File: config.mk
export PLATFORM = sky130hd
export DESIGN_NAME = mmdec_decoder
export DESIGN_NICKNAME = d
export VERILOG_FILES = /design/src/include/mmdec_pkg.sv /design/src/hdl/mmdec_decoder.sv
export VERILOG_INCLUDE_DIRS = /design/src /design/src/include
export SDC_FILE = /design/constraint.sdc
export NUM_CORES = 1
export LEC_CHECK = 0
export BUFFER_PORTS_ARGS = -buffer_cell sky130_fd_sc_hd__clkbuf_2
export CAP_MARGIN = 20
export CORE_ASPECT_RATIO = 2
export CORE_MARGIN = 2
export CORE_UTILIZATION = 44
export DETAILED_ROUTE_END_ITERATION = 16
export GPL_TIMING_DRIVEN = 0
export PLACE_DENSITY = 0.86
export SYNTH_ARGS = -nofsm -noshare
export SYNTH_HDL_FRONTEND = slang
export SYNTH_SLANG_ARGS = --single-unit
File: constraint.sdc
create_clock -name core_clk -period 2.3 [get_ports core_clk]
set_input_delay 0.115 -clock core_clk [delete_from_list [all_inputs] [get_ports core_clk]]
set_output_delay 0.115 -clock core_clk [all_outputs]
set_load 0.05 [all_outputs]
File: src/include/mmdec_regs.svh
`ifndef MMDEC_REGS_SVH
`define MMDEC_REGS_SVH
// ----------------------------------------
// Address map boundaries
// ----------------------------------------
`define MMDEC_WIN_LO      16'h0000
`define MMDEC_WIN_HI      16'h006f
`define MMDEC_RAM_LO      16'h0070
`define MMDEC_RAM_HI      16'h046f
`define MMDEC_EXT_LO      16'h0470
`define MMDEC_EXT_HI      16'h7fff
`define MMDEC_TST0_LO     16'h8000
`define MMDEC_TST0_HI     16'h807f
`define MMDEC_ROM_LO      16'h8080
`define MMDEC_ROM_HI      16'hfffb
`define MMDEC_TST1_LO     16'hfffc
`define MMDEC_TST1_HI     16'hffff
// Short-address page bases
`define MMDEC_ZERO_PAGE   8'h00
`define MMDEC_SPEC_PAGE   8'hff
// Port and direction registers, external in expansion mode
`define MMDEC_PORT_LO     16'h0008
`define MMDEC_PORT_HI     16'h000f
// Mode register A address and reset value
`define MMDEC_MODE_A_ADDR 16'h0000
`define MMDEC_MODE_A_RST  8'h0c
// Mode field position
`define MMDEC_MODE_LSB    0
`define MMDEC_MODE_MSB    1
`endif

File: src/include/mmdec_pkg.sv
package mmdec_pkg;
	// Processor mode, as held in the low two bits of mode register A
	typedef enum logic [1:0] {
		MMDEC_SINGLE   = 2'h0,
		MMDEC_EXPAND   = 2'h1,
		MMDEC_MICRO    = 2'h2,
		MMDEC_MICRO_B  = 2'h3
	} mmdec_mode_t;
	// Addressing form of the access
	typedef enum logic [1:0] {
		MMDEC_ABS      = 2'h0,
		MMDEC_ZP       = 2'h1,
		MMDEC_SP       = 2'h2
	} mmdec_amode_t;
endpackage

File: src/hdl/mmdec_decoder.sv
`timescale 1ns/1ps
`include "mmdec_regs.svh"
// Functional notes
// - 0000-006F selects peripheral register window
// - 0070-046F selects internal RAM
// - Overlaid RAM reads come from internal RAM
// - Expansion/microprocessor: overlaid RAM writes go to both
// - Single-chip: 0470-7FFF selects nothing
// - Expansion/microprocessor: 0470-7FFF goes external
// - Factory test areas select nothing, except in microprocessor mode, where they go external
// - 8080-FFFB selects internal ROM
// - Microprocessor mode sends ROM range external
// - First 256 addresses form zero page
// - FF00-FFFF forms the special page
// - Short address byte expanded to full
// - Mode register A bits 1:0 set mode
// - Boot pin high forces microprocessor mode bit
// - Expansion mode: port addresses go external
module mmdec_decoder (
	input  wire logic        core_clk,
	input  wire logic        reset_n,
	input  wire logic        boot_mode_pin,
	input  wire logic        cpu_req,
	input  wire logic        cpu_wr,
	input  wire logic [1:0]  cpu_amode,
	input  wire logic [15:0] cpu_addr,
	input  wire logic [7:0]  cpu_wdata,
	output logic             sel_window,
	output logic             sel_ram,
	output logic             sel_rom,
	output logic             sel_ext,
	output logic             ext_wr,
	output logic             sel_none,
	output logic [15:0]      full_addr,
	output logic             in_zero_page,
	output logic             in_spec_page,
	output logic [1:0]       proc_mode
);

	// ----------------------------------------
	// Boot pin synchroniser
	// ----------------------------------------
	logic       boot_s1_q;          // First stage, read only by stage two
	logic       boot_s2_q;          // Synchronised boot level
	logic       boot_s1_d;
	logic       boot_s2_d;
	logic       boot_seen_q;        // Strap taken once after reset release
	logic       boot_seen_d;
	logic [1:0] mode_q;             // Mode register A low bits
	logic [1:0] mode_d;
	logic [15:0] addr_c;            // Full 16-bit address of this access

	// Synchroniser next values
	always_comb begin
		boot_s1_d = boot_mode_pin;
		boot_s2_d = boot_s1_q;
	end

	// ----------------------------------------
	// Mode register
	// ----------------------------------------
	// Strap is sampled after release since async-style capture of a pin is unsafe
	always_comb begin
		mode_d      = mode_q;
		boot_seen_d = 1'b1;
		if (!boot_seen_q && boot_s2_q) begin
			mode_d = 2'(mmdec_pkg::MMDEC_MICRO);
		end
		// software mode write
		// Short forms that expand to the mode register address load it as well
		if (boot_seen_q && cpu_req && cpu_wr && addr_c == `MMDEC_MODE_A_ADDR) begin
			mode_d = cpu_wdata[`MMDEC_MODE_MSB:`MMDEC_MODE_LSB];
		end
		if (boot_s2_q) begin
			mode_d[1] = 1'b1;
		end
	end

	// Register stage for mode and synchroniser
	// Synchroniser keeps running through reset so the strap is settled at release
	always_ff @(posedge core_clk) begin
		boot_s1_q <= boot_s1_d;
		boot_s2_q <= boot_s2_d;
		if (!reset_n) begin
			boot_seen_q <= 1'b0;
			mode_q      <= 2'(`MMDEC_MODE_A_RST);
		end else begin
			boot_seen_q <= boot_seen_d;
			mode_q      <= mode_d;
		end
	end

	// ----------------------------------------
	// Address expansion and decode
	// ----------------------------------------
	logic        win_c, ram_c, rom_c, ext_c, none_c, extwr_c;
	logic        zp_c, sp_c;
	logic        expand_c, micro_c;

	// Combinational target decode; registered below so outputs come from flops
	always_comb begin
		unique case (cpu_amode)
			2'(mmdec_pkg::MMDEC_ZP): addr_c = {`MMDEC_ZERO_PAGE, cpu_addr[7:0]};
			2'(mmdec_pkg::MMDEC_SP): addr_c = {`MMDEC_SPEC_PAGE, cpu_addr[7:0]};
			default:                 addr_c = cpu_addr;
		endcase
		expand_c = (mode_q == 2'(mmdec_pkg::MMDEC_EXPAND));
		micro_c  = mode_q[1];
		zp_c = (addr_c[15:8] == `MMDEC_ZERO_PAGE);
		sp_c = (addr_c[15:8] == `MMDEC_SPEC_PAGE);
		win_c   = 1'b0;
		ram_c   = 1'b0;
		rom_c   = 1'b0;
		ext_c   = 1'b0;
		extwr_c = 1'b0;
		if (!cpu_req) begin
			// Idle cycle: nothing selected
		end else if (addr_c <= `MMDEC_WIN_HI) begin
			if (expand_c && addr_c >= `MMDEC_PORT_LO && addr_c <= `MMDEC_PORT_HI) begin
				ext_c   = 1'b1;
				extwr_c = cpu_wr;
			end else begin
				win_c = 1'b1;
			end
		end else if (addr_c <= `MMDEC_RAM_HI) begin
			ram_c = 1'b1;
			if ((expand_c || micro_c) && cpu_wr) begin
				ext_c   = 1'b1;
				extwr_c = 1'b1;
			end
			// reads stay internal, ext_c stays low
		end else if (addr_c <= `MMDEC_EXT_HI) begin
			if (expand_c || micro_c) begin
				ext_c   = 1'b1;
				extwr_c = cpu_wr;
			end
		end else if (addr_c >= `MMDEC_ROM_LO && addr_c <= `MMDEC_ROM_HI) begin
			if (micro_c) begin
				ext_c   = 1'b1;
				extwr_c = cpu_wr;
			end else begin
				rom_c = 1'b1;
			end
		end else if (micro_c) begin
			// test areas are only external in microprocessor mode
			ext_c   = 1'b1;
			extwr_c = cpu_wr;
		end
		none_c = cpu_req && !(win_c || ram_c || rom_c || ext_c);
	end

	// Output registers; one cycle of latency keeps outputs glitch free
	always_ff @(posedge core_clk) begin
		if (!reset_n) begin
			sel_window   <= 1'b0;
			sel_ram      <= 1'b0;
			sel_rom      <= 1'b0;
			sel_ext      <= 1'b0;
			ext_wr       <= 1'b0;
			sel_none     <= 1'b0;
			full_addr    <= 16'h0000;
			in_zero_page <= 1'b0;
			in_spec_page <= 1'b0;
			proc_mode    <= 2'h0;
		end else begin
			sel_window   <= win_c;
			sel_ram      <= ram_c;
			sel_rom      <= rom_c;
			sel_ext      <= ext_c;
			ext_wr       <= extwr_c;
			sel_none     <= none_c;
			full_addr    <= addr_c;
			in_zero_page <= zp_c;
			in_spec_page <= sp_c;
			proc_mode    <= mode_q;
		end
	end

	// ----------------------------------------
	// Assertions
	// ----------------------------------------
	window_select_a: assert property (@(posedge core_clk) disable iff (!reset_n)
		(cpu_req && addr_c <= `MMDEC_WIN_HI && !expand_c) |=> sel_window)
		else $error("window access not selected");
	ram_select_a: assert property (@(posedge core_clk) disable iff (!reset_n)
		(cpu_req && addr_c >= `MMDEC_RAM_LO && addr_c <= `MMDEC_RAM_HI) |=> sel_ram)
		else $error("ram access not selected");
	ram_read_a: assert property (@(posedge core_clk) disable iff (!reset_n)
		(cpu_req && !cpu_wr && addr_c >= `MMDEC_RAM_LO && addr_c <= `MMDEC_RAM_HI) |=> !sel_ext)
		else $error("overlaid ram read went external");
	ram_write_a: assert property (@(posedge core_clk) disable iff (!reset_n)
		(cpu_req && cpu_wr && mode_q != 2'h0 && addr_c >= `MMDEC_RAM_LO && addr_c <= `MMDEC_RAM_HI)
		|=> (sel_ram && sel_ext && ext_wr))
		else $error("overlaid ram write not doubled");
	single_unused_a: assert property (@(posedge core_clk) disable iff (!reset_n)
		(cpu_req && mode_q == 2'h0 && addr_c >= `MMDEC_EXT_LO && addr_c <= `MMDEC_EXT_HI) |=> sel_none)
		else $error("unused area selected in single-chip");
	ext_route_a: assert property (@(posedge core_clk) disable iff (!reset_n)
		(cpu_req && mode_q != 2'h0 && addr_c >= `MMDEC_EXT_LO && addr_c <= `MMDEC_EXT_HI) |=> sel_ext)
		else $error("external area not routed");
	rom_select_a: assert property (@(posedge core_clk) disable iff (!reset_n)
		(cpu_req && !mode_q[1] && addr_c >= `MMDEC_ROM_LO && addr_c <= `MMDEC_ROM_HI) |=> sel_rom)
		else $error("rom access not selected");
	micro_rom_a: assert property (@(posedge core_clk) disable iff (!reset_n)
		(cpu_req && mode_q[1] && addr_c >= `MMDEC_ROM_LO && addr_c <= `MMDEC_ROM_HI)
		|=> (sel_ext && !sel_rom))
		else $error("microprocessor rom access not external");
	short_addr_a: assert property (@(posedge core_clk) disable iff (!reset_n)
		(cpu_amode == 2'h2) |=> (full_addr[15:8] == 8'hff && in_spec_page))
		else $error("special page expansion wrong");
	boot_force_a: assert property (@(posedge core_clk) disable iff (!reset_n)
		boot_s2_q |=> mode_q[1])
		else $error("boot pin did not hold mode bit");
	one_select_a: assert property (@(posedge core_clk) disable iff (!reset_n)
		!(sel_ram && sel_ext) |-> $onehot0({sel_window, sel_ram, sel_rom, sel_ext, sel_none}))
		else $error("more than one target selected");
	access_select_a: assert property (@(posedge core_clk) disable iff (!reset_n)
		cpu_req |=> (sel_window || sel_ram || sel_rom || sel_ext || sel_none))
		else $error("access left without a target");
endmodule

* After elaboration in Yosys (flattened, before gate mapping) *
Cells that the tools add are included.
W data, S select, Z words.

operators by class
  $lt $le $gt $ge = 7
  equal/unequal tests = 4
  muxes and demuxes = 31
  reductions and logical operators = 20

operator list
  kind                    count
  $pmux W16 S2            1
  $mux W1                 28
  $ge A16 B16 Y1 const B  1
  $ge A16 B4 Y1 const B   1
  $le A16 B11 Y1 const B  1
  $le A16 B15 Y1 const B  1
  $le A16 B16 Y1 const B  1
  $le A16 B4 Y1 const B   1
  $le A16 B7 Y1 const B   1
  $logic_not A16 Y1       1
  $logic_and A1 B1 Y1     9
  $eq A8 B8 Y1 const B    1
  $logic_not A8 Y1        1
  $eq A2 B1 Y1 const B    2
  $logic_or A1 B1 Y1      4
  $mux W2                 2
  $reduce_bool A3 Y1      1
  $eq A2 B2 Y1 const B    1
  $logic_not A1 Y1        2
  $reduce_and A2 Y1       1
  $reduce_bool A2 Y1      1

storage, ports and cells
  register bits after elaboration = 31
  input bits = 31
  output and inout port bits = 26
  logic and storage cells = 77

* Logic depth before layout (Yosys ltp) *
  word-level depth = 13
  depth in mapped cells = 7
  depth with buffers taken out = 7

* Worst setup path before layout *
OpenSTA, ideal clock, no wires.

  path kind = in2reg
  from = in cpu_amode[0]
  to = reg mode_q[1]
  setup time = 0.115 ns
  data arrival time = 1.673 ns
  data required time = 2.185 ns
  setup slack = 0.513 ns
  stages on the path = 7
  buffers on the path = 0
  path through = inv_1 > ha_1 > nor4b_2 > a31oi_1 > nor4_4 > mux2_1 > o21a_1

on the way
  longest elaborated chain between the ends = 6
  elaborated cells on any way between the ends = 8
  those cells by class = 2 x eq/ne; 3 x mux; 3 x reduce/logical

ends and longest elaborated chain
  what                                          RTL line              text
  start, declared                               mmdec_decoder.sv:25   input wire logic [1:0] cpu_amode,
  $eq A2 B2 Y1 or $eq A2 B1 Y1 (tied branches)  mmdec_decoder.sv:102  unique case (cpu_amode)
  $pmux W16 S2 *                                mmdec_decoder.sv:102
  $logic_not A16 Y1 (no source line) *          n/a
  $logic_and A1 B1 Y1 (no source line) *        n/a
  $mux W2                                       mmdec_decoder.sv:71   if (boot_seen_q && cpu_req && cpu_wr && addr_c == `MMDEC_MODE_A_ADDR) begin
  $mux W1                                       mmdec_decoder.sv:74   if (boot_s2_q) begin
  end signal, assigned                          mmdec_decoder.sv:86   mode_q <= 2'(`MMDEC_MODE_A_RST);
  end signal, assigned                          mmdec_decoder.sv:89   mode_q <= mode_d;
  end, declared                                 mmdec_decoder.sv:49   logic [1:0] mode_q;

Mark *: on every way between the ends. The rest lies on a longest branch, timed or not.
A chain may end at the register's enable or synchronous reset.

* Worst setup path in the final report *
Same ends and word-level chain as after synthesis.

==> impl_results.md <==
- Fraction of registers with async set/reset: 0%
- Max IR drop VDD: 369.4 uV
- Total number of vias: 1051
- Sequential area share after synthesis: 53.62%
- Initial cell density of the core: 45.61%
- Setup Fix Bufs, Post-CTS: 0
- Synth warn: 0
- First-pass iteration count of the detailed router: 4
- CTS sink count: 31
- Overflow after GRT: 0
- RSZ-0062 raised after global routing: false
- Worst slew pin tran: 0.4805 ns
- Top reg by flops: full_addr
- Pins over their slew limit: 0
- Period utilization: 77.98%
- Met2 Track Usage GR: 36.77%
- Kind of critical path: in2reg
- Routed Antenna Nets: 0
- Layout cells sized above 1: 36.42%
- H-tree depth: 2
- Final setup viols: 0
- WL final: 2.607 mm
- Setup TNS: 0 ns
- DRC viols: 0
- Fin Clk Skew: 0.005965 ns
- Area Growth Syn to Fin: 33.08%
- Finished Cell Area: 0.001540 mm^2
- Clk buf depth: 2
- Vias/cell: 5.229
- Max-slew headroom: 67.82%
- Fin Hold WS: 0.05056 ns
- Routed WL per cell: 12.97 um
- Die width: 40.27 um
- Clock latency on the worst-skew pair: between 0.2 and 0.3 ns
- Global-route wire length before repair: 4.250 mm
- FF+latch count, synth: 31
- Largest net degree at the start of global routing: 11
- Main flop type after synthesis: dfxtp_1
- CP endpoint kind: flop
- IO buf count: 50
- Synth Instances: approximately 120
- Post-CTS resize count: 0
- Top cell type by total area after synthesis: dfxtp_1
- Synth cell types: 33
- Final hold vios: 0
- Final worst path period need: 1.794 ns
- Post-synth top cells: dfxtp_1, and2_1, nand2_1
- CTS Buf Count: 5
- FMAX: 0.5575 GHz
- Fin worst setup slack: just over 0.5 ns
- Post-DP HPWL: roughly 2.1 mm
- Met3 usage: under 10%
- Synth area leaders: dfxtp_1, and2_1, a21boi_0, nand2_1, nor2_1
- CTS tree: yes
- Site row count: 26
- Cell Pwr Density: 791.8 mW/mm^2
- Place WS: ~0.22 ns
- Nets: 206
- Most common cell in the netlist: dfxtp_1
- # IOs: 57
- GRT busiest layer: met2
- Synth Net Count: approximately 150
- Worst endpoint required time: 2.47 ns
- EDFF count, synth: 0
- Total die area: 0.003081 mm^2
- Post-Synthesis Cell Area: 0.001157 mm^2
- Core ar.: 0.002537 mm^2
- Largest regs: full_addr (16), mode_q (2), proc_mode (2)
- Worst Path Arrival: 1.97 ns
- CP Launch Type: input port
- Total Routing Usage GR: 19.92%
- Ant. Diodes: 0
- Root Driver: clkbuf_8
- Largest register FFs: 16
- Vias in the first global route: 1028
- Final Wtd Congestion: 0.8219
- Syn_area_per_cell: 10.06 um^2
- Initial DRC Count: 22
- Hold Crit Class: in2reg
- Hold Buf Count CTS: 1
- Met1 usage: 16.11%
- Placed cell area: 0.001443 mm^2
- Clock-pin slew on the worst setup and hold paths: 0.06 ns
- Die H: 76.53 um
- Worst-path fanout max: 6
- Top cell type's share of synthesized area: 53.62%
- Status: finished, final reports clean
- Initial antenna violation count: 0
- Leak pwr: 0.7272 nW
- MaxCap Viol Count: 0
-- cell families after synthesis --
group           share of synthesized area, %
simple gates                           28.43
flops                                  53.62
compound gates                         11.13
buf+inv                                1.730
mux                                    2.919
fa+ha+maj                              2.162
-- placed cells by master (no fill, tap or decap), types with 3 or more instances in the layout --
cell	netlist	final
a21boi_0	6	6
clkbuf_2	0	50
nor2_1	9	9
nand2_1	11	11
dfxtp_1	31	31
clkbuf_8	0	6
and2_1	12	12
nor3_1	4	4
nand4_1	3	3
and3_1	4	4
nand3b_1	3	3
-- critical path, stage by stage --
cell and delay (ns):
clkbuf_2 0.07, inv_1 0.04, ha_1 0.35, nor4b_2 0.24
a31oi_1 0.23, nor4_4 0.39, mux2_1 0.36, o21a_1 0.17
-- metal layers --
layer / vias up / wire (um)
li1: 516 / -
met1: 473 / 834
met2: 51 / 1486
met3: 11 / 193
met4: 0 / 93
met5: - / 0
-- path summary, 6_finish.rpt --
path         slack, ns                start  cells after the start                      end
max reg2reg       0.85  boot_seen_q$_DFF_P_                      4   mode_q[1]$_SDFFE_PN0P_
max               0.51         cpu_amode[0]                      8   mode_q[1]$_SDFFE_PN0P_
min reg2reg       0.34    boot_s1_q$_DFF_P_                      0        boot_s2_q$_DFF_P_
min               0.05          cpu_addr[0]                      2  full_addr[0]$_SDFF_PN0_
-- final cells by class --
class	count	area [um^2]
clock buffers	6	82.58
clock inverters	1	5.005
repair buffers	51	260.3
multi-input cells	79	516.7
flip-flops and latches	31	620.6
fillers	231	997.2
well taps	28	35.03
inverters	2	7.507
plain buffers	3	12.51
-- power breakdown --
| part | leakage (nW) | switching (mW) | internal [mW] |
|---|---|---|---|
| Sequential | 0.256 | 0.00889 | 0.566 |
| Clock | 0.0470 | 0.187 | 0.234 |
| Combinational | 0.424 | 0.158 | 0.0660 |
-- per-stage QoR --
stage	power [mW]	util, %	cells
floorplan	0.7385	-	115
global placement	0.8033	56.85	193
detailed placement	0.8088	56.85	193
CTS	1.227	60.70	201
global route	1.267	60.70	201
finish	1.220	60.70	201
No activity file was read; power rests on OpenSTA's default activity.
